<file path="src/lssd_pkg.sv">
// shared constants and types of the sleep and decelerating-halt command decoder
`default_nettype none
package lssd_pkg;
    // ---------------------------------------------------------------
    // frame formats
    // ---------------------------------------------------------------
    localparam logic [5:0]  SLEEP_ID        = 6'h3C;
    localparam logic [7:0]  SLEEP_FIRST     = 8'h00;
    localparam logic [7:0]  SLEEP_FILL      = 8'hFF;
    localparam logic [3:0]  SLEEP_LEN       = 4'h8;
    localparam logic [3:0]  HALT_LEN        = 4'h2;
    localparam logic [6:0]  HALT_CMD        = 7'h0F;
    localparam int          MAX_BYTES       = 8;
    // ---------------------------------------------------------------
    // secure position
    // ---------------------------------------------------------------
    localparam logic [10:0] SECURE_POSITION_DISABLED = 11'h400;
    // ---------------------------------------------------------------
    // register map and fields
    // ---------------------------------------------------------------
    localparam logic [11:0] CTRL_OFF        = 12'h000;
    localparam logic [11:0] SECURE_POSITION_OFF      = 12'h004;
    localparam logic [11:0] TARGET_OFF      = 12'h008;
    localparam logic [11:0] STATUS_OFF      = 12'h00C;
    localparam int          CTRL_PERMIT_BIT = 0;
    localparam int          CTRL_NODE_LSB   = 8;
    localparam logic        PERMIT_RST      = 1'h0;
    localparam logic [6:0]  NODE_ADDR_RST   = 7'h00;
    localparam logic [10:0] SECURE_POSITION_RST      = 11'h400;
    localparam logic [15:0] TARGET_RST      = 16'h0000;
    // ---------------------------------------------------------------
    // control states
    // ---------------------------------------------------------------
    typedef enum logic [2:0] {
        ST_IDLE    = 3'b000,
        ST_HALTING = 3'b001,
        ST_SEEKING = 3'b010,
        ST_ASLEEP  = 3'b011,
        ST_STOPPED = 3'b100
    } lssd_state_t;
endpackage
`default_nettype wire

</file>
<file path="src/lssd_frame_decoder.sv">
// frame decoder: collects data bytes and recognises sleep and halt frames
`default_nettype none
module lssd_frame_decoder
(
    input  wire logic       clk_i,
    input  wire logic       sys_rst_i,
    input  wire logic       frame_start_i,
    input  wire logic [5:0] frame_id_i,
    input  wire logic       byte_valid_i,
    input  wire logic [7:0] byte_i,
    input  wire logic       frame_end_i,
    output var  logic       sleep_req_o,
    output var  logic       halt_req_o,
    output var  logic       halt_group_o,
    output var  logic [6:0] halt_addr_o
);
    logic [7:0] data_r [lssd_pkg::MAX_BYTES];
    logic [3:0] count_r;
    logic [5:0] id_r;
    logic [lssd_pkg::MAX_BYTES-1:0] fill_ok;
    logic       sleep_hit;
    logic       halt_hit;

    // ---------------------------------------------------------------
    // byte capture
    // ---------------------------------------------------------------
    always_ff @(posedge clk_i or posedge sys_rst_i)
    begin
        if (sys_rst_i)
        begin
            count_r <= 4'h0;
            id_r    <= 6'h00;
        end
        else if (frame_start_i)
        begin
            count_r <= 4'h0;
            id_r    <= frame_id_i;
        end
        else if (byte_valid_i && count_r != 4'hF)
        begin
            count_r <= count_r + 4'h1;
        end
    end

    genvar g;
    generate
        for (g = 0; g < lssd_pkg::MAX_BYTES; g++)
        begin : g_byte
            always_ff @(posedge clk_i or posedge sys_rst_i)
            begin
                if (sys_rst_i)
                    data_r[g] <= 8'h00;
                else if (byte_valid_i && count_r == 4'(g))
                    data_r[g] <= byte_i;
            end
            if (g == 0)
            begin : g_first
                assign fill_ok[g] = (data_r[g] == lssd_pkg::SLEEP_FIRST);
            end
            else
            begin : g_rest
                assign fill_ok[g] = (data_r[g] == lssd_pkg::SLEEP_FILL);
            end
        end
    endgenerate

    // ---------------------------------------------------------------
    // classification at frame end
    // ---------------------------------------------------------------
    // sleep is a broadcast: every node accepts it
    assign sleep_hit = (id_r == lssd_pkg::SLEEP_ID) && (count_r == lssd_pkg::SLEEP_LEN)
                       && (&fill_ok);
    // the halt frame's identifier is dynamic, so only the frame length and the command byte decide
    assign halt_hit  = (count_r == lssd_pkg::HALT_LEN) && data_r[0][7]
                       && (data_r[0][6:0] == lssd_pkg::HALT_CMD);

    always_ff @(posedge clk_i or posedge sys_rst_i)
    begin
        if (sys_rst_i)
        begin
            sleep_req_o  <= 1'b0;
            halt_req_o   <= 1'b0;
            halt_group_o <= 1'b0;
            halt_addr_o  <= 7'h00;
        end
        else
        begin
            sleep_req_o <= frame_end_i && sleep_hit;
            halt_req_o  <= frame_end_i && halt_hit;
            if (frame_end_i && halt_hit)
            begin
                halt_group_o <= data_r[1][7];
                halt_addr_o  <= data_r[1][6:0];
            end
        end
    end

    chk_sleep_frame_id: assert property (@(posedge clk_i) disable iff (sys_rst_i)
        sleep_req_o |-> $past(id_r) == lssd_pkg::SLEEP_ID)
        else $error("sleep accepted with wrong identifier");
    chk_halt_cmd_byte: assert property (@(posedge clk_i) disable iff (sys_rst_i)
        halt_req_o |-> $past(data_r[0]) == {1'b1, lssd_pkg::HALT_CMD})
        else $error("halt accepted with wrong command byte");
    chk_halt_any_id: assert property (@(posedge clk_i) disable iff (sys_rst_i)
        frame_end_i && count_r == lssd_pkg::HALT_LEN && data_r[0] == {1'b1, lssd_pkg::HALT_CMD}
        |=> halt_req_o && halt_group_o == $past(data_r[1][7])
        && halt_addr_o == $past(data_r[1][6:0]))
        else $error("halt frame not recognised");
endmodule // lssd_frame_decoder
`default_nettype wire

</file>
<file path="src/lssd_top.sv">
// sleep and decelerating-halt command interpreter with apb register file
//
// The APB register port and the register addresses were left to the implementer.
`default_nettype none
module lssd_top
(
    input  wire logic        clk_i,
    input  wire logic        sys_rst_i,
    input  wire logic [11:0] paddr_i,
    input  wire logic        psel_i,
    input  wire logic        penable_i,
    input  wire logic        pwrite_i,
    input  wire logic [31:0] pwdata_i,
    output var  logic [31:0] prdata_o,
    output var  logic        pready_o,
    output var  logic        pslverr_o,
    input  wire logic        frame_start_i,
    input  wire logic [5:0]  frame_id_i,
    input  wire logic        byte_valid_i,
    input  wire logic [7:0]  byte_i,
    input  wire logic        frame_end_i,
    input  wire logic        motor_moving_i,
    input  wire logic [15:0] actual_position_i,
    input  wire logic        two_point_referencing_i,
    input  wire logic        thermal_shutdown_i,
    input  wire logic        third_undervoltage_level_i,
    output var  logic [15:0] target_position_o,
    output var  logic        decelerating_halt_o,
    output var  logic        sleep_o,
    output var  logic        stopped_o
);
    logic                  sleep_req;
    logic                  halt_req;
    logic                  halt_group;
    logic [6:0]            halt_addr;
    logic                  sleep_permit_r;
    logic [6:0]            node_addr_r;
    logic [10:0]           secure_position_r;
    logic                  thermal_q_r;
    logic                  uv3_q_r;
    logic                  sleep_pend_r;
    logic                  sleep_pend_nxt;
    lssd_pkg::lssd_state_t state_r;
    lssd_pkg::lssd_state_t state_nxt;
    logic                  addr_hit;
    logic                  auto_halt;
    logic                  halt_evt;
    logic                  secure_position_on;
    logic                  asleep_or_stop;
    logic                  apb_access;
    logic                  apb_wr;
    logic                  mapped;
    logic [31:0]           rdata_nxt;

    lssd_frame_decoder u_dec
    (
        .clk_i         (clk_i),
        .sys_rst_i     (sys_rst_i),
        .frame_start_i (frame_start_i),
        .frame_id_i    (frame_id_i),
        .byte_valid_i  (byte_valid_i),
        .byte_i        (byte_i),
        .frame_end_i   (frame_end_i),
        .sleep_req_o   (sleep_req),
        .halt_req_o    (halt_req),
        .halt_group_o  (halt_group),
        .halt_addr_o   (halt_addr)
    );

    // ---------------------------------------------------------------
    // apb slave: one wait state, writes commit on the pready edge
    // ---------------------------------------------------------------
    assign apb_access = psel_i && penable_i && !pready_o;
    assign apb_wr     = psel_i && penable_i && pready_o && pwrite_i && !pslverr_o;
    assign mapped     = (paddr_i == lssd_pkg::CTRL_OFF) || (paddr_i == lssd_pkg::SECURE_POSITION_OFF)
                        || (paddr_i == lssd_pkg::TARGET_OFF) || (paddr_i == lssd_pkg::STATUS_OFF);

    always_comb
    begin
        rdata_nxt = 32'h0000_0000;
        case (paddr_i)
            lssd_pkg::CTRL_OFF:
            begin
                rdata_nxt[lssd_pkg::CTRL_PERMIT_BIT] = sleep_permit_r;
                rdata_nxt[lssd_pkg::CTRL_NODE_LSB +: 7] = node_addr_r;
            end
            lssd_pkg::SECURE_POSITION_OFF: rdata_nxt[10:0] = secure_position_r;
            lssd_pkg::TARGET_OFF: rdata_nxt[15:0] = target_position_o;
            lssd_pkg::STATUS_OFF:
                rdata_nxt = {actual_position_i, 8'h00, motor_moving_i, stopped_o, sleep_o,
                             decelerating_halt_o, sleep_pend_r, state_r};
            default: rdata_nxt = 32'h0000_0000;
        endcase
    end

    always_ff @(posedge clk_i or posedge sys_rst_i)
    begin
        if (sys_rst_i)
        begin
            pready_o  <= 1'b0;
            pslverr_o <= 1'b0;
            prdata_o  <= 32'h0000_0000;
        end
        else
        begin
            pready_o  <= apb_access;
            pslverr_o <= apb_access && !mapped;
            if (apb_access)
                prdata_o <= pwrite_i ? 32'h0000_0000 : rdata_nxt;
        end
    end

    always_ff @(posedge clk_i or posedge sys_rst_i)
    begin
        if (sys_rst_i)
        begin
            sleep_permit_r    <= lssd_pkg::PERMIT_RST;
            node_addr_r       <= lssd_pkg::NODE_ADDR_RST;
            secure_position_r <= lssd_pkg::SECURE_POSITION_RST;
        end
        else if (apb_wr && paddr_i == lssd_pkg::CTRL_OFF)
        begin
            sleep_permit_r <= pwdata_i[lssd_pkg::CTRL_PERMIT_BIT];
            node_addr_r    <= pwdata_i[lssd_pkg::CTRL_NODE_LSB +: 7];
        end
        else if (apb_wr && paddr_i == lssd_pkg::SECURE_POSITION_OFF)
        begin
            secure_position_r <= pwdata_i[10:0];
        end
    end

    // ---------------------------------------------------------------
    // halt triggers
    // ---------------------------------------------------------------
    always_ff @(posedge clk_i or posedge sys_rst_i)
    begin
        if (sys_rst_i)
        begin
            thermal_q_r <= 1'b0;
            uv3_q_r     <= 1'b0;
        end
        else
        begin
            thermal_q_r <= thermal_shutdown_i;
            uv3_q_r     <= third_undervoltage_level_i;
        end
    end

    // a fault that stays asserted fires once, on its rising edge
    assign addr_hit  = !halt_group || (halt_addr == node_addr_r);
    assign auto_halt = (thermal_shutdown_i && !thermal_q_r)
                       || (third_undervoltage_level_i && !uv3_q_r);
    assign halt_evt  = ((halt_req && addr_hit) || auto_halt) && !two_point_referencing_i;
    assign secure_position_on = (secure_position_r != lssd_pkg::SECURE_POSITION_DISABLED);

    // ---------------------------------------------------------------
    // control state machine
    // ---------------------------------------------------------------
    always_comb
    begin
        state_nxt      = state_r;
        sleep_pend_nxt = sleep_pend_r;
        case (state_r)
            lssd_pkg::ST_IDLE:
            begin
                if (sleep_req && motor_moving_i && secure_position_on)
                begin
                    state_nxt      = lssd_pkg::ST_SEEKING;
                    sleep_pend_nxt = 1'b1;
                end
                else if (sleep_req && motor_moving_i)
                begin
                    state_nxt      = lssd_pkg::ST_HALTING;
                    sleep_pend_nxt = 1'b1;
                end
                else if (sleep_req)
                    state_nxt = sleep_permit_r ? lssd_pkg::ST_ASLEEP : lssd_pkg::ST_STOPPED;
                else if (halt_evt && motor_moving_i)
                    state_nxt = lssd_pkg::ST_HALTING;
            end
            lssd_pkg::ST_HALTING:
            begin
                if (sleep_req)
                    sleep_pend_nxt = 1'b1;
                if (!motor_moving_i && (sleep_pend_r || sleep_req))
                begin
                    state_nxt = sleep_permit_r ? lssd_pkg::ST_ASLEEP : lssd_pkg::ST_STOPPED;
                end
                else if (!motor_moving_i)
                    state_nxt = lssd_pkg::ST_IDLE;
            end
            lssd_pkg::ST_SEEKING:
            begin
                if (halt_evt && motor_moving_i)
                    state_nxt = lssd_pkg::ST_HALTING;
                else if (!motor_moving_i)
                    state_nxt = sleep_permit_r ? lssd_pkg::ST_ASLEEP : lssd_pkg::ST_STOPPED;
            end
            lssd_pkg::ST_ASLEEP, lssd_pkg::ST_STOPPED:
            begin
                sleep_pend_nxt = 1'b0;
                // a fresh set point from software resumes normal operation
                if (apb_wr && paddr_i == lssd_pkg::TARGET_OFF)
                    state_nxt = lssd_pkg::ST_IDLE;
            end
            default:
            begin
                state_nxt      = lssd_pkg::ST_IDLE;
                sleep_pend_nxt = 1'b0;
            end
        endcase
    end

    always_ff @(posedge clk_i or posedge sys_rst_i)
    begin
        if (sys_rst_i)
        begin
            state_r             <= lssd_pkg::ST_IDLE;
            sleep_pend_r        <= 1'b0;
            decelerating_halt_o <= 1'b0;
            sleep_o             <= 1'b0;
            stopped_o           <= 1'b0;
        end
        else
        begin
            state_r             <= state_nxt;
            sleep_pend_r        <= sleep_pend_nxt;
            decelerating_halt_o <= (state_nxt == lssd_pkg::ST_HALTING);
            sleep_o             <= (state_nxt == lssd_pkg::ST_ASLEEP);
            stopped_o           <= (state_nxt == lssd_pkg::ST_STOPPED);
        end
    end

    // ---------------------------------------------------------------
    // target position
    // ---------------------------------------------------------------
    // software write wins over a same-cycle hardware load
    always_ff @(posedge clk_i or posedge sys_rst_i)
    begin
        if (sys_rst_i)
            target_position_o <= lssd_pkg::TARGET_RST;
        else if (apb_wr && paddr_i == lssd_pkg::TARGET_OFF)
            target_position_o <= pwdata_i[15:0];
        else if (state_r == lssd_pkg::ST_IDLE && state_nxt == lssd_pkg::ST_SEEKING)
            target_position_o <= {{5{secure_position_r[10]}}, secure_position_r};
        else if (state_r == lssd_pkg::ST_HALTING && !motor_moving_i)
            target_position_o <= actual_position_i;
    end

    assign asleep_or_stop = sleep_o || stopped_o;

    // ---------------------------------------------------------------
    // checks
    // ---------------------------------------------------------------
    chk_sleep_needs_permit: assert property (@(posedge clk_i) disable iff (sys_rst_i)
        $rose(sleep_o) |-> $past(sleep_permit_r) && !stopped_o)
        else $error("asleep without sleep permit");
    chk_secure_position_load: assert property (@(posedge clk_i) disable iff (sys_rst_i)
        state_r == lssd_pkg::ST_IDLE && sleep_req && motor_moving_i && secure_position_on
        && !apb_wr |=> target_position_o == {{5{$past(secure_position_r[10])}},
        $past(secure_position_r)})
        else $error("secure position not loaded on sleep");
    chk_secure_position_off_halt: assert property (@(posedge clk_i) disable iff (sys_rst_i)
        state_r == lssd_pkg::ST_IDLE && sleep_req && motor_moving_i && !secure_position_on
        |=> decelerating_halt_o && sleep_pend_r)
        else $error("disabled secure position did not halt");
    chk_halt_holds: assert property (@(posedge clk_i) disable iff (sys_rst_i)
        decelerating_halt_o && motor_moving_i && state_r == lssd_pkg::ST_HALTING
        |=> decelerating_halt_o)
        else $error("halt released while still moving");
    chk_stop_copies_pos: assert property (@(posedge clk_i) disable iff (sys_rst_i)
        state_r == lssd_pkg::ST_HALTING && !motor_moving_i && !apb_wr
        |=> target_position_o == $past(actual_position_i) && !decelerating_halt_o)
        else $error("stop position not held");
    chk_ref_ignores_halt: assert property (@(posedge clk_i) disable iff (sys_rst_i)
        state_r == lssd_pkg::ST_IDLE && two_point_referencing_i && !sleep_req
        |=> !decelerating_halt_o)
        else $error("halt taken during referencing");
    chk_thermal_halt: assert property (@(posedge clk_i) disable iff (sys_rst_i)
        state_r == lssd_pkg::ST_IDLE && $rose(thermal_shutdown_i) && motor_moving_i
        && !two_point_referencing_i && !sleep_req |=> decelerating_halt_o)
        else $error("thermal shutdown did not halt");
    chk_uv3_halt: assert property (@(posedge clk_i) disable iff (sys_rst_i)
        state_r == lssd_pkg::ST_IDLE && $rose(third_undervoltage_level_i) && motor_moving_i
        && !two_point_referencing_i && !sleep_req |=> decelerating_halt_o)
        else $error("undervoltage did not halt");
    chk_broadcast_halt: assert property (@(posedge clk_i) disable iff (sys_rst_i)
        state_r == lssd_pkg::ST_IDLE && halt_req && !halt_group && motor_moving_i
        && !two_point_referencing_i && !sleep_req |=> decelerating_halt_o)
        else $error("broadcast halt ignored");
    chk_addr_filter: assert property (@(posedge clk_i) disable iff (sys_rst_i)
        state_r == lssd_pkg::ST_IDLE && halt_req && halt_group && halt_addr != node_addr_r
        && !auto_halt && !sleep_req |=> !decelerating_halt_o)
        else $error("halt taken for another node");

    cov_halt_stop: cover property (@(posedge clk_i) disable iff (sys_rst_i)
        decelerating_halt_o ##1 !decelerating_halt_o && !asleep_or_stop);
    cov_seek_sleep: cover property (@(posedge clk_i) disable iff (sys_rst_i)
        state_r == lssd_pkg::ST_SEEKING ##[1:20] sleep_o);
    cov_stopped: cover property (@(posedge clk_i) disable iff (sys_rst_i) $rose(stopped_o));
endmodule // lssd_top
`default_nettype wire

</file>
<file path="config.mk">
export PLATFORM = sky130hd
export DESIGN_NAME = lssd_top
export DESIGN_NICKNAME = d
export VERILOG_FILES = /design/src/lssd_pkg.sv /design/src/lssd_frame_decoder.sv /design/src/lssd_top.sv
export SDC_FILE = /design/constraint.sdc
export NUM_CORES = 1
export LEC_CHECK = 0
export ABC_AREA = 1
export CAP_MARGIN = 0
export CORE_MARGIN = 2
export CORE_UTILIZATION = 60
export CTS_CLUSTER_DIAMETER = 150
export DETAILED_ROUTE_END_ITERATION = 10
export DONT_BUFFER_PORTS = 1
export HOLD_SLACK_MARGIN = 0.06
export PLACE_DENSITY = 0.79
export SLEW_MARGIN = 20
export SYNTH_ARGS = -nofsm -noshare
export SYNTH_HDL_FRONTEND = slang
export SYNTH_SLANG_ARGS = --single-unit
</file>
<file path="constraint.sdc">
create_clock -name clk_i -period 7.45 [get_ports clk_i]
set_input_delay 1.1175 -clock clk_i [delete_from_list [all_inputs] [get_ports clk_i]]
set_output_delay 1.1175 -clock clk_i [all_outputs]
set_load 0.02 [all_outputs]
</file>
**After elaboration in Yosys (flattened, before gate mapping)**

Index checks and enable logic that the tools add are counted.
Widths: inputs -> output; s select.

- $add $sub $neg: 1
- Reduce and logical (&&, ||, !) cells: 59
- Eq/ne operators: 33
- Mux-type cells: 27
- Bitwise logic cells: 2

Operators with widths:

| operator | count |
|---|---|
| $mux 16 | 4 |
| $eq 8x8->1 const B | 7 |
| $logic_and 1x1->1 | 34 |
| $mux 32 | 1 |
| $mux 3 | 10 |
| $eq 12x4->1 const B | 2 |
| $pmux 7 s3 | 1 |
| $eq 4x3->1 const B | 4 |
| $eq 12x3->1 const B | 1 |
| $eq 3x2->1 const B | 4 |
| $logic_not 12->1 | 1 |
| $pmux 3 s4 | 1 |
| $ne 11x11->1 const B | 1 |
| $pmux 3 s3 | 1 |
| $eq 4x2->1 const B | 2 |
| $logic_not 1->1 | 8 |
| $logic_not 8->1 | 1 |
| $mux 4 | 2 |
| $pmux 4 s2 | 1 |
| $reduce_and 8->1 | 1 |
| $eq 7x4->1 const B | 1 |
| $eq 7x7->1 | 1 |
| $logic_or 1x1->1 | 7 |
| $eq 3x1->1 const B | 2 |
| 19 further kinds | 24 |

- Word-level logic and storage cells: 150
- Flip-flop bits (word level): 162
- Input port bits: 86

**Logic depth before layout (Yosys ltp)**

Gate-level depths: netlist of the first run.

- Word-level depth: 15
- Depth in mapped cells: 20
- Depth with buffers taken out: 19

**Cells and area by module**

A second synthesis of the first run with hierarchy kept.

- Cell total of the unflattened synthesis: 880
- Area total of the unflattened synthesis: 7646.1 µm²

By module, submodules not included:

| module | instances | seq. area each (µm²) | area each (µm²) | cells an instance |
|---|---|---|---|---|
| lssd_top | 1 | 1953.1 | 4031.4 | 485 |
| lssd_frame_decoder | 1 | 2102.0 | 3614.7 | 395 |

**Worst setup path before layout of the first run**

No wires, ideal clock.

- Kind: input-to-reg
- Start: input port paddr_i[11]
- End: register target_position_o[0]
- Buffers on the path: 1
- Setup slack: 4.827 ns
- Arrival time: 2.507 ns
- Data required time: 7.333 ns
- Stages on the path: 13
- Cells stage by stage: nor2_1 nand2_1 nor2_2 nand3_2 nand4_1 o21ai_1 a21oi_2 nand3_2 nand2_1 inv_2 buf_2 nand2_1 nand2_1

- Cells in the longest elaborated chain, start to end: 8
- Elaborated cells between the ends (all ways): 9

Ends and longest elaborated chain:

| element | RTL line | source |
|---|---|---|
| from (decl) | lssd_top.sv:9 | `input wire logic [11:0] paddr_i,` |
| $eq 12x4->1 (*) | lssd_top.sv:203, lssd_top.sv:242 |  |
| $logic_and 1x1->1 (*) | lssd_top.sv:203, lssd_top.sv:242 |  |
| $mux 3 | lssd_top.sv:203 | `if (apb_wr && paddr_i == lssd_pkg::TARGET_OFF)` |
| $pmux 3 s4 | lssd_top.sv:163 | `case (state_r)` |
| $eq 3x2->1 | lssd_top.sv:244 | `else if (state_r == lssd_pkg::ST_IDLE && state_nxt == lssd_pkg::ST_SEEKING)` |
| $logic_and 1x1->1 | lssd_top.sv:244 |  |
| $mux 16 | lssd_top.sv:244 |  |
| $mux 16 | lssd_top.sv:242 | `else if (apb_wr && paddr_i == lssd_pkg::TARGET_OFF)` |
| to (signal assigned) | lssd_top.sv:241 | `target_position_o <= lssd_pkg::TARGET_RST;` |
| to (signal assigned) | lssd_top.sv:243 | `target_position_o <= pwdata_i[15:0];` |
| to (signal assigned) | lssd_top.sv:245 | `target_position_o <= {{5{secure_position_r[10]}}, secure_position_r};` |
| to (decl) | lssd_top.sv:27 | `output var logic [15:0] target_position_o,` |

Every way passes the cells marked *; elsewhere a longest branch is shown, timed or not.
A chain may end at the register's enable or synchronous reset.

**Worst setup path in the final report of the first run**

- Start: input port paddr_i[11]
- End: register target_position_o[1]

The elaborated chain is that of the path after synthesis.

==> results of run 1 <==
[path summary, 6_finish.rpt]
path                                             end     startpoint  slack [ns]
worst min register to register         u_dec.id_r[3]  u_dec.id_r[3]        0.47
worst min-delay path                   u_dec.id_r[3]  u_dec.id_r[3]        0.47
worst max register to register  target_position_o[1]       pready_o        3.52
worst max-delay path            target_position_o[1]    paddr_i[11]        2.74
max in group asynchronous           u_dec.data_r[52]      sys_rst_i        5.40
min in group asynchronous        decelerating_halt_o      sys_rst_i        0.67
[layout make-up]
cell class              instances  area [sq um]
flip-flops and latches        162          4060
fillers                       972          4000
multi-input cells             571          2880
clock buffers                  22           454
inverters                      65           249
well taps                     147           184
clock inverters                 7           110
repair buffers                  4          30.0
[metal layers]
metal  share of wire  track usage  up-vias
li1                -            -     2795
met1            0.41        0.341     2904
met2            0.50        0.481      238
met3           0.063       0.0656       40
met4           0.028        0.140        0
met5               0            0        -
[sequential cells by signal, summed over array words and instances (netlist names), 3 cells and up]
name,flops
u_dec.data_r,64
prdata_o,32
target_position_o,16
secure_position_r,11
node_addr_r,7
u_dec.halt_addr_o,7
u_dec.id_r,6
u_dec.count_r,4
state_r,3
[synthesized netlist by cell type]
cell type,count
o21ai_0,89
o2111ai_1,2
inv_1,58
nand3_1,52
or4_1,1
o211ai_1,5
mux2_2,7
nand3_2,2
nor3_1,9
inv_2,5
dfrtp_1,161
nor3_4,1
or3_1,1
xnor2_1,1
a31oi_2,1
clkinv_1,2
a21oi_1,29
nor4_4,1
nor4_1,6
o21ai_1,2
a21oi_2,1
a31oi_1,2
clkbuf_1,21
nor2_1,47
a32o_1,17
nand3b_1,2
a211oi_1,1
nor3_2,2
o221ai_1,2
o22ai_1,1
buf_2,8
a22o_1,15
xor2_1,1
ha_1,4
nor4_2,1
dfstp_2,1
nand4_1,27
buf_1,3
nand2_1,238
nor2_2,1
[tightest hold or removal path, cell delays in order, from the launching register on]
cell and delay [ns]:
dfrtp_1 0.34, nand2_1 0.05, nand2_1 0.05
[metrics by stage]
step | utilization | instances | worst slack [ns] | hold slack [ns]
final | 0.666 | 978 | 2.74 | 0.470
after global routing | 0.666 | 978 | 2.42 | 0.495
after CTS | 0.666 | 978 | 2.88 | 0.475
after detailed placement | 0.619 | 949 | 2.46 | 0.461
after global placement | 0.619 | 949 | 2.52 | 0.457
after floorplan | - | 830 | 1.96 | 0.442
[cells by family (layout without fill, tap and decap cells)]
| family | after synthesis | after routing | share of synthesized area |
|---|---|---|---|
| xor+xnor | 2 | 2 | 0.00240 |
| fa+ha+maj | 4 | 4 | 0.00685 |
| buf+inv | 97 | 98 | 0.0512 |
| simple gates | 391 | 391 | 0.234 |
| flops | 162 | 162 | 0.555 |
| compound gates | 167 | 167 | 0.140 |
| mux | 7 | 7 | 0.0108 |
[power by group through the flow]
| stage | logic [mW] | clock network, mW | registers, mW |
|---|---|---|---|
| 2_1_floorplan | 0.154 | 0 | 1.11 |
| 3_3_place_gp | 0.183 | 0 | 1.14 |
| 3_5_place_dp | 0.196 | 0 | 1.14 |
| 4_1_cts | 0.196 | 0.864 | 1.13 |
| 5_1_grt | 0.229 | 0.902 | 1.15 |
| 6_report | 0.193 | 0.857 | 1.13 |
==> flow_metrics.tcl, run 1 <==
set metrics [dict create \
    status "finished clean" \
    cts_resized 0 \
    grt_max_degree 90 \
    clockBufferDepth 2 \
    drive_above_1_share 0.0650 \
    synth_seq_area_share 0.555 \
    die_y_um 114 \
    ir_worst_vdd_v 0.000169 \
    p_int_mw 1.59 \
    io_pins 139 \
    area_delta_synth_final_pct 9.03 \
    layout.nets 911 \
    cts_tree "built" \
    seqPwrFrac 0.519 \
    die_area_sq_mm 0.0131 \
    antenna_found_initial 0 \
    drc 0 \
    routedWlPerCell_um 17.9 \
    fmax_mhz 212 \
    grt_first_pass_wirelength_um 28600 \
    tightest_slew_ns 0.985 \
    max_stage_delay_ns 0.72 \
    ctsRootBufferMaster "clkbuf_16" \
    crit_arrival_ns 5.03 \
    synth.top_cell.area_share 0.552 \
    path_cells "nor2_1 -> nand2_1 -> nor2_2 -> nand3_2 -> nand4_1 -> o21ai_1 -> a21oi_2 -> nand3_2 -> nand2_1 -> inv_2 -> nand2_1 -> nand2_1" \
    layout_common_cells "nand2_1, dfrtp_1, o21ai_0" \
    hold_viol 0 \
    crit_path_end_kind "flop" \
    first_iter_violations 472 \
    wl_um 17500 \
    p_sw_mw 0.593 \
    vias_per_cell 6.11 \
    antenna_cells 0 \
    cp-start-kind "primary input" \
    cpMaxStageDelayCell "nor2_2" \
    rsz0062_at_grt "false" \
    fin_skew_ns 0.00618 \
    swShare 0.272 \
    initial_core_util 0.611 \
    grt_use_total 0.283 \
    crit_buf_inv 1 \
    holdPathStages 2 \
    synthCells 830 \
    cp_max_fo 34 \
    drtAntennaViolNets 0 \
    die_w_um 114 \
    p_comb_frac 0.089 \
    ctsHoldBuffers 0 \
    clock_latency_ns 0.43 \
    power_density_mw_per_mm2 274 \
    dpl_cell_area_sq_mm 0.00740 \
    cts_made_buffers 17 \
    coreArea_sq_mm 0.0120 \
    vias 5977 \
    period_needed_ns 4.71 \
    finalMaxSlewViolations 0 \
    crit_family "simple AND/OR/NAND/NOR gates" \
    required_ns 7.77 \
    final_common_cell "nand2_1" \
    critPathKind "primary input to flop" \
    maxSlewHeadroom 0.339 \
    synth_area_sq_mm 0.00730 \
    grt_pass1_vias 5895 \
    leakage_nw 3.84 \
    num_rows 40 \
    avgSynthCellArea_sq_um 8.80 \
    fin_area_sq_mm 0.00796 \
    hold_path_class "flop to flop" \
    cts.sinks 162 \
    setup_violations 0 \
    dp_hpwl_um 12300 \
    clk_pin_slew_worst_paths_ns 0.06 \
    ys_ff_latch 162 \
    cp_num_cells 12 \
    cpMostUsedCell "nand2_1" \
    overflow 0 \
    r2r_cells 11 \
    synthTopCellsByArea "dfrtp_1, nand2_1, o21ai_0, nand3_1, inv_1" \
    p_total_mw 2.18 \
    fin_setup_tns_ns 0 \
    dr.pass1.iters 5 \
    clkPwrFrac 0.393 \
    h-tree-depth 4 \
    yosys_warnings 0 \
    synth_cell_types 40 \
    post-route-period-util 0.632 \
    syn_nets 920 \
    cts_setup_buffers 0 \
    gp_congestion 0.884 \
    drv_cap 0 \
    port_buffers 0 \
    yosys.area.top_type "dfrtp_1" \
]
No activity file was read; power rests on OpenSTA's default activity.
==> run 2, diff against run 1 <==
clock period = 4.9 ns   (was 7.45 ns; I/O delays follow)
==> run 2 against run 1 <==
  * Sequential share of layout area decreased by 0.36 points
  * Total power grew 53%
  * First-iteration DRC count is 15% higher
  * Sequential cell count did not move
  * Critical path type unchanged
  * Cell count up 0.72%
  * Worst hold slack worse by 0.36 ns
  * Core utilization is 0.47 points higher
  * Non-clock buffer count rose by 4
  * Sequential power rose by 52%
  * Critical path depth unchanged
  * Highest routed layer unchanged
==> flow_metrics.tcl, run 2 (synthesized netlist as in run 1, its figures left out) <==
set metrics [dict create \
    status "finished clean" \
    grt_pass1_vias 5857 \
    clk_pin_slew_worst_paths_ns 0.06 \
    die_w_um 114 \
    io_pins 139 \
    antenna_cells 0 \
    regArea_sq_mm 0.00406 \
    layout_common_cells "nand2_1, dfrtp_1, o21ai_0" \
    period_needed_ns 3.30 \
    crit_path_start "paddr_i[1]" \
    num_rows 40 \
    port_buffers 0 \
    largest_register_ffs 64 \
    tightest_slew_ns 0.961 \
    rsz0062_at_grt "false" \
    hold_path_class "primary input to asynchronous set/reset pin" \
    required_ns 5.22 \
    cp_max_fo 33 \
    dr.pass1.iters 5 \
    coreArea_sq_mm 0.0120 \
    drive_above_1_share 0.0776 \
    routedWlPerCell_um 17.9 \
    fin_util 0.671 \
    cts.sinks 162 \
    final_common_cell "nand2_1" \
    gp_congestion 0.900 \
    fmax_mhz 303 \
    wl_um 17600 \
    antenna_found_initial 0 \
    vias_per_cell 6.11 \
    cts_tree "built" \
    h-tree-depth 4 \
    regMostFlops "u_dec.data_r" \
    clockBufferDepth 2 \
    fin_setup_tns_ns 0 \
    finalMaxSlewViolations 0 \
    setup_violations 0 \
    cts_made_buffers 17 \
    cp-start-kind "primary input" \
    n_fill_cell 958 \
    post-route-period-util 0.673 \
    cts_setup_buffers 0 \
    die_y_um 114 \
    fin_skew_ns 0.00844 \
    grt_max_degree 76 \
    vias 6014 \
    reg.largest.list "u_dec.data_r: 64 flops, prdata_o: 32 flops, target_position_o: 16 flops" \
    ir_worst_vdd_v 0.000241 \
    ctsRootBufferMaster "clkbuf_16" \
    crit_arrival_ns 3.62 \
    hold_viol 0 \
    dp_hpwl_um 12400 \
    ctsHoldBuffers 0 \
    drv_cap 0 \
    critPathKind "primary input to flop" \
    multiInputGateArea_sq_mm 0.00288 \
    leakage_nw 3.86 \
    rr_startpoint "pready_o" \
    layout.nets 915 \
    initial_core_util 0.611 \
    crit_path_end_kind "flop" \
    first_iter_violations 542 \
    grt_use_total 0.283 \
    power_density_mw_per_mm2 417 \
    overflow 0 \
    die_area_sq_mm 0.0131 \
    drc 0 \
    grt_first_pass_wirelength_um 28600 \
    drtAntennaViolNets 0 \
    area_delta_synth_final_pct 9.80 \
    clock_latency_ns 0.43 \
    maxSlewHeadroom 0.356 \
    cts_resized 0 \
]
run 2: area by class of cell:
cell class | instances | share of cell area
inverter | 65 | 0.0309
tap | 147 | 0.0229
multi-input combinational | 571 | 0.359
sequential | 162 | 0.506
timing repair buffer | 8 | 0.00749
clock buffer | 18 | 0.0548
clock inverter | 14 | 0.0190
run 2: through the flow:
step	hold slack (ns)	cell area, sq um	setup WS, ns	instances	total power, mW
after floorplan	0.442	7310	2.11	830	1.93
after global placement	0.456	7430	1.25	953	2.01
after detailed placement	0.461	7430	1.21	953	2.04
after CTS	0.105	8020	1.65	985	3.35
after global routing	0.121	8020	1.36	985	3.48
final	0.111	8020	1.60	985	3.34
run 2: critical path: stages:
cell and delay, ns:
nor2_1 0.14, inv_2 0.12, nor3_4 0.46, nand3_2 0.14, nand4_1 0.13, o21ai_1 0.09
a21oi_2 0.50, nand3_2 0.70, nand2_1 0.24, inv_2 0.17, nand2_1 0.11, nand2_1 0.06
run 2: worst paths after layout:
kind | slack, ns | depth (start not counted) | endpoint
min in group clk_i | 0.33 | 0 | uv3_q_r
worst max-delay path | 1.60 | 12 | target_position_o[11]
worst max register to register | 1.66 | 11 | target_position_o[11]
worst min register to register | 0.48 | 2 | u_dec.id_r[3]
max in group asynchronous | 3.62 | 2 | u_dec.data_r[30]
worst min-delay path | 0.11 | 1 | prdata_o[7]
run 2: per-layer routing:
layer,vias to the layer above,global-route usage,wire length (um),share of wire
met5,-,0,0,0
met3,40,0.0619,1070,0.061
met4,0,0.115,427,0.024
met1,2942,0.344,7380,0.42
met2,229,0.490,8740,0.50
li1,2803,-,-,-
run 2: report_power, final:
part / total, mW / switching (mW) / internal [mW]
clock network: 1.32 / 0.556 / 0.768
logic: 0.301 / 0.196 / 0.105
registers: 1.72 / 0.208 / 1.51
==> run 3, diff against run 2 <==
ABC_AREA = 0   (was 1)
CORE_UTILIZATION = 57   (was 60)
PLACE_DENSITY = 0.78   (was 0.79)
clock period = 2.9 ns   (was 4.9 ns; I/O delays follow)
==> run 3 against run 2 <==
  * Core utilization down 1.0 points
  * Critical path depth down 7
  * Cell count down 25%
  * First-iteration DRC count down 39%
  * Synthesized cell count down 33%
  * Combinational power up 85%
  * Synthesized area down 1.9%
  * Clock-buffer cell count up 4
  * Via count down 23%
  * Clock power up 81%
  * Register-to-register slack worse by 1.1 ns
  * Critical endpoint is now target_position_o[1]
  * Largest power group unchanged
==> flow_metrics.tcl, run 3 <==
set metrics [dict create \
    status "finished clean" \
    cts_tree "built" \
    die_y_um 116 \
    crit_family "simple AND/OR/NAND/NOR gates" \
    avgSynthCellArea_sq_um 12.9 \
    synth_flop_cell "dfrtp_1" \
    power_density_mw_per_mm2 736 \
    initial_core_util 0.589 \
    required_ns 3.25 \
    hold_path_class "primary input to flop" \
    period_needed_ns 2.32 \
    synth_edf_count 0 \
    grt_max_degree 57 \
    synth_seq_area_share 0.566 \
    clkPwrFrac 0.404 \
    fin_skew_ns 0.00686 \
    cp_num_cells 5 \
    drive_above_1_share 0.278 \
    crit_arrival_ns 2.66 \
    cts_setup_buffers 0 \
    p_sw_mw 1.51 \
    finalMaxSlewViolations 0 \
    critPathKind "flop to flop" \
    first_iter_violations 330 \
    maxSlewHeadroom 0.439 \
    rsz0062_at_grt "false" \
    area_delta_synth_final_pct 12.1 \
    dr.pass1.iters 5 \
    grt_use_total 0.248 \
    ir_worst_vdd_v 0.000408 \
    clk_pin_slew_worst_paths_ns 0.06 \
    layout_common_cells "dfrtp_1, mux2_2, o21ai_0" \
    fmax_mhz 432 \
    largest_register_ffs 64 \
    overflow 0 \
    synthCells 557 \
    wl_um 16000 \
    synthArstFlopShare 1.00 \
    num_rows 40 \
    cpMaxStageDelayCell "and2_1" \
    n_fill_cell 881 \
    p_comb_frac 0.094 \
    cts_resized 0 \
    ctsRootBufferMaster "clkbuf_16" \
    ys_ff_latch 162 \
    setup_violations 0 \
    grt_first_pass_wirelength_um 25200 \
    tightest_slew_ns 0.835 \
    syn_nets 647 \
    ys_top_cells_by_count "dfrtp_1, mux2_2, o21ai_0" \
    regMostFlops "u_dec.data_r" \
    synth.top_cell.area_share 0.562 \
    cp-start-kind "flop" \
    final_common_cell "dfrtp_1" \
    synth_area_sq_mm 0.00716 \
    die_area_sq_mm 0.0135 \
    vias_per_cell 6.28 \
    cp_max_fo 16 \
    fin_setup_tns_ns 0 \
    drtAntennaViolNets 0 \
    stdcell_count 737 \
    r2r_cells 5 \
    cts_made_buffers 17 \
    drc 0 \
    drv_cap 0 \
    coreArea_sq_mm 0.0122 \
    fin_area_sq_mm 0.00803 \
    max_stage_delay_ns 0.60 \
    yosys_warnings 0 \
    crit_buf_inv 0 \
    dp_hpwl_um 11400 \
    p_int_mw 4.40 \
    post-place-cells 702 \
    layout.nets 647 \
    synthTopCellsByArea "dfrtp_1, mux2_2, mux2i_1, a22o_1, o21ai_0" \
    h-tree-depth 4 \
    vias 4628 \
    clockBufferDepth 2 \
    reg.largest.list "u_dec.data_r: 64 flops, prdata_o: 32 flops, target_position_o: 16 flops" \
    yosys.area.top_type "dfrtp_1" \
    synth_cell_types 56 \
    routedWlPerCell_um 21.6 \
    p_total_mw 5.91 \
    clock_latency_ns 0.43 \
    path_cells "nor3_1 -> and4_1 -> and2_1 -> a22oi_1 -> o21ai_0" \
    post-route-period-util 0.798 \
    seqPwrFrac 0.502 \
    synth.most_common_cell "dfrtp_1" \
    gp_congestion 0.838 \
    io_pins 139 \
    antenna_cells 0 \
    cts.sinks 162 \
    swShare 0.256 \
    port_buffers 0 \
    dpl_cell_area_sq_mm 0.00736 \
    crit_path_end_kind "flop" \
    hold_viol 0 \
    holdPathStages 1 \
    leakage_nw 3.59 \
    die_w_um 116 \
    antenna_found_initial 0 \
    grt_pass1_vias 4863 \
]
run 3: cell types whose count changed in the layout (fill, tap and decap cells not counted), moves of 10 or more:
cell / delta
nand2_1: -217
mux2_2: +96
o21ai_0: -59
inv_1: -45
nand3_1: -40
nor2_1: -34
a21oi_1: -23
mux2i_1: +23
a22oi_1: +17
a32o_1: -16
nand4_1: -10
run 3: kinds of logic (layout without fill, tap and decap cells):
logic type	after synthesis	count (layout)	share of synthesized area
AO/OA/AOI/OAI	95	95	0.0948
XOR/XNOR	9	9	0.0110
adder cells (fa/ha/maj)	4	4	0.00699
buffers and inverters	46	58	0.0285
flip-flops	162	162	0.566
multiplexers	127	127	0.197
AND/OR/NAND/NOR	114	114	0.0954
run 3: area by class of cell:
type	count	area (sq um)	area share
flip-flops and latches	162	4060	0.505
multi-input cells	349	2910	0.363
clock buffers	22	484	0.0603
well taps	168	210	0.0262
repair buffers	14	165	0.0206
clock inverters	9	153	0.0190
inverters	13	52.6	0.00654
run 3: metal layers:
layer	GRT usage	vias up	share of wire
li1	-	2072	-
met1	0.278	2357	0.38
met2	0.446	171	0.52
met3	0.0758	28	0.079
met4	0.0960	0	0.016
met5	0	-	0
run 3: path summary, 6_finish.rpt:
| check | start | end | slack (ns) |
|---|---|---|---|
| worst min register to register | u_dec.data_r[0] | u_dec.data_r[0] | 0.51 |
| worst max-delay path | state_r[1] | target_position_o[1] | 0.58 |
| min in group asynchronous | sys_rst_i | prdata_o[11] | 0.66 |
| max in group asynchronous | sys_rst_i | secure_position_r[2] | 1.51 |
| worst min-delay path | frame_start_i | u_dec.count_r[2] | 0.07 |
| worst max register to register | state_r[1] | target_position_o[1] | 0.58 |
run 3: what timing repair did:
action	4_1_cts	5_1_grt
endpoints found under the setup margin	0	0
hold endpoints to repair	37	0
hold buffers	4	0
run 3: power by group through the flow:
stage               combinational [mW]  clock, mW  sequential, mW
floorplan                        0.473          0            2.90
global placement                 0.515          0            2.98
detailed placement               0.549          0            3.00
CTS                              0.564       2.41            2.96
global route                     0.621       2.51            3.00
finish                           0.557       2.39            2.97
run 3: per-stage QoR:
step / utilization / setup WS (ns) / hold slack, ns
floorplan: - / 0.409 / 0.466
global placement: 0.605 / 0.404 / 0.467
detailed placement: 0.605 / 0.343 / 0.467
CTS: 0.660 / 0.610 / 0.0617
global route: 0.660 / 0.383 / 0.0636
finish: 0.660 / 0.585 / 0.0725
run 3: worst reg2reg max path, cell delays in order (launching register included):
cell and delay [ns]:
dfrtp_1 0.52, nor3_1 0.40, and4_1 0.44, and2_1 0.61, a22oi_1 0.16, o21ai_0 0.11
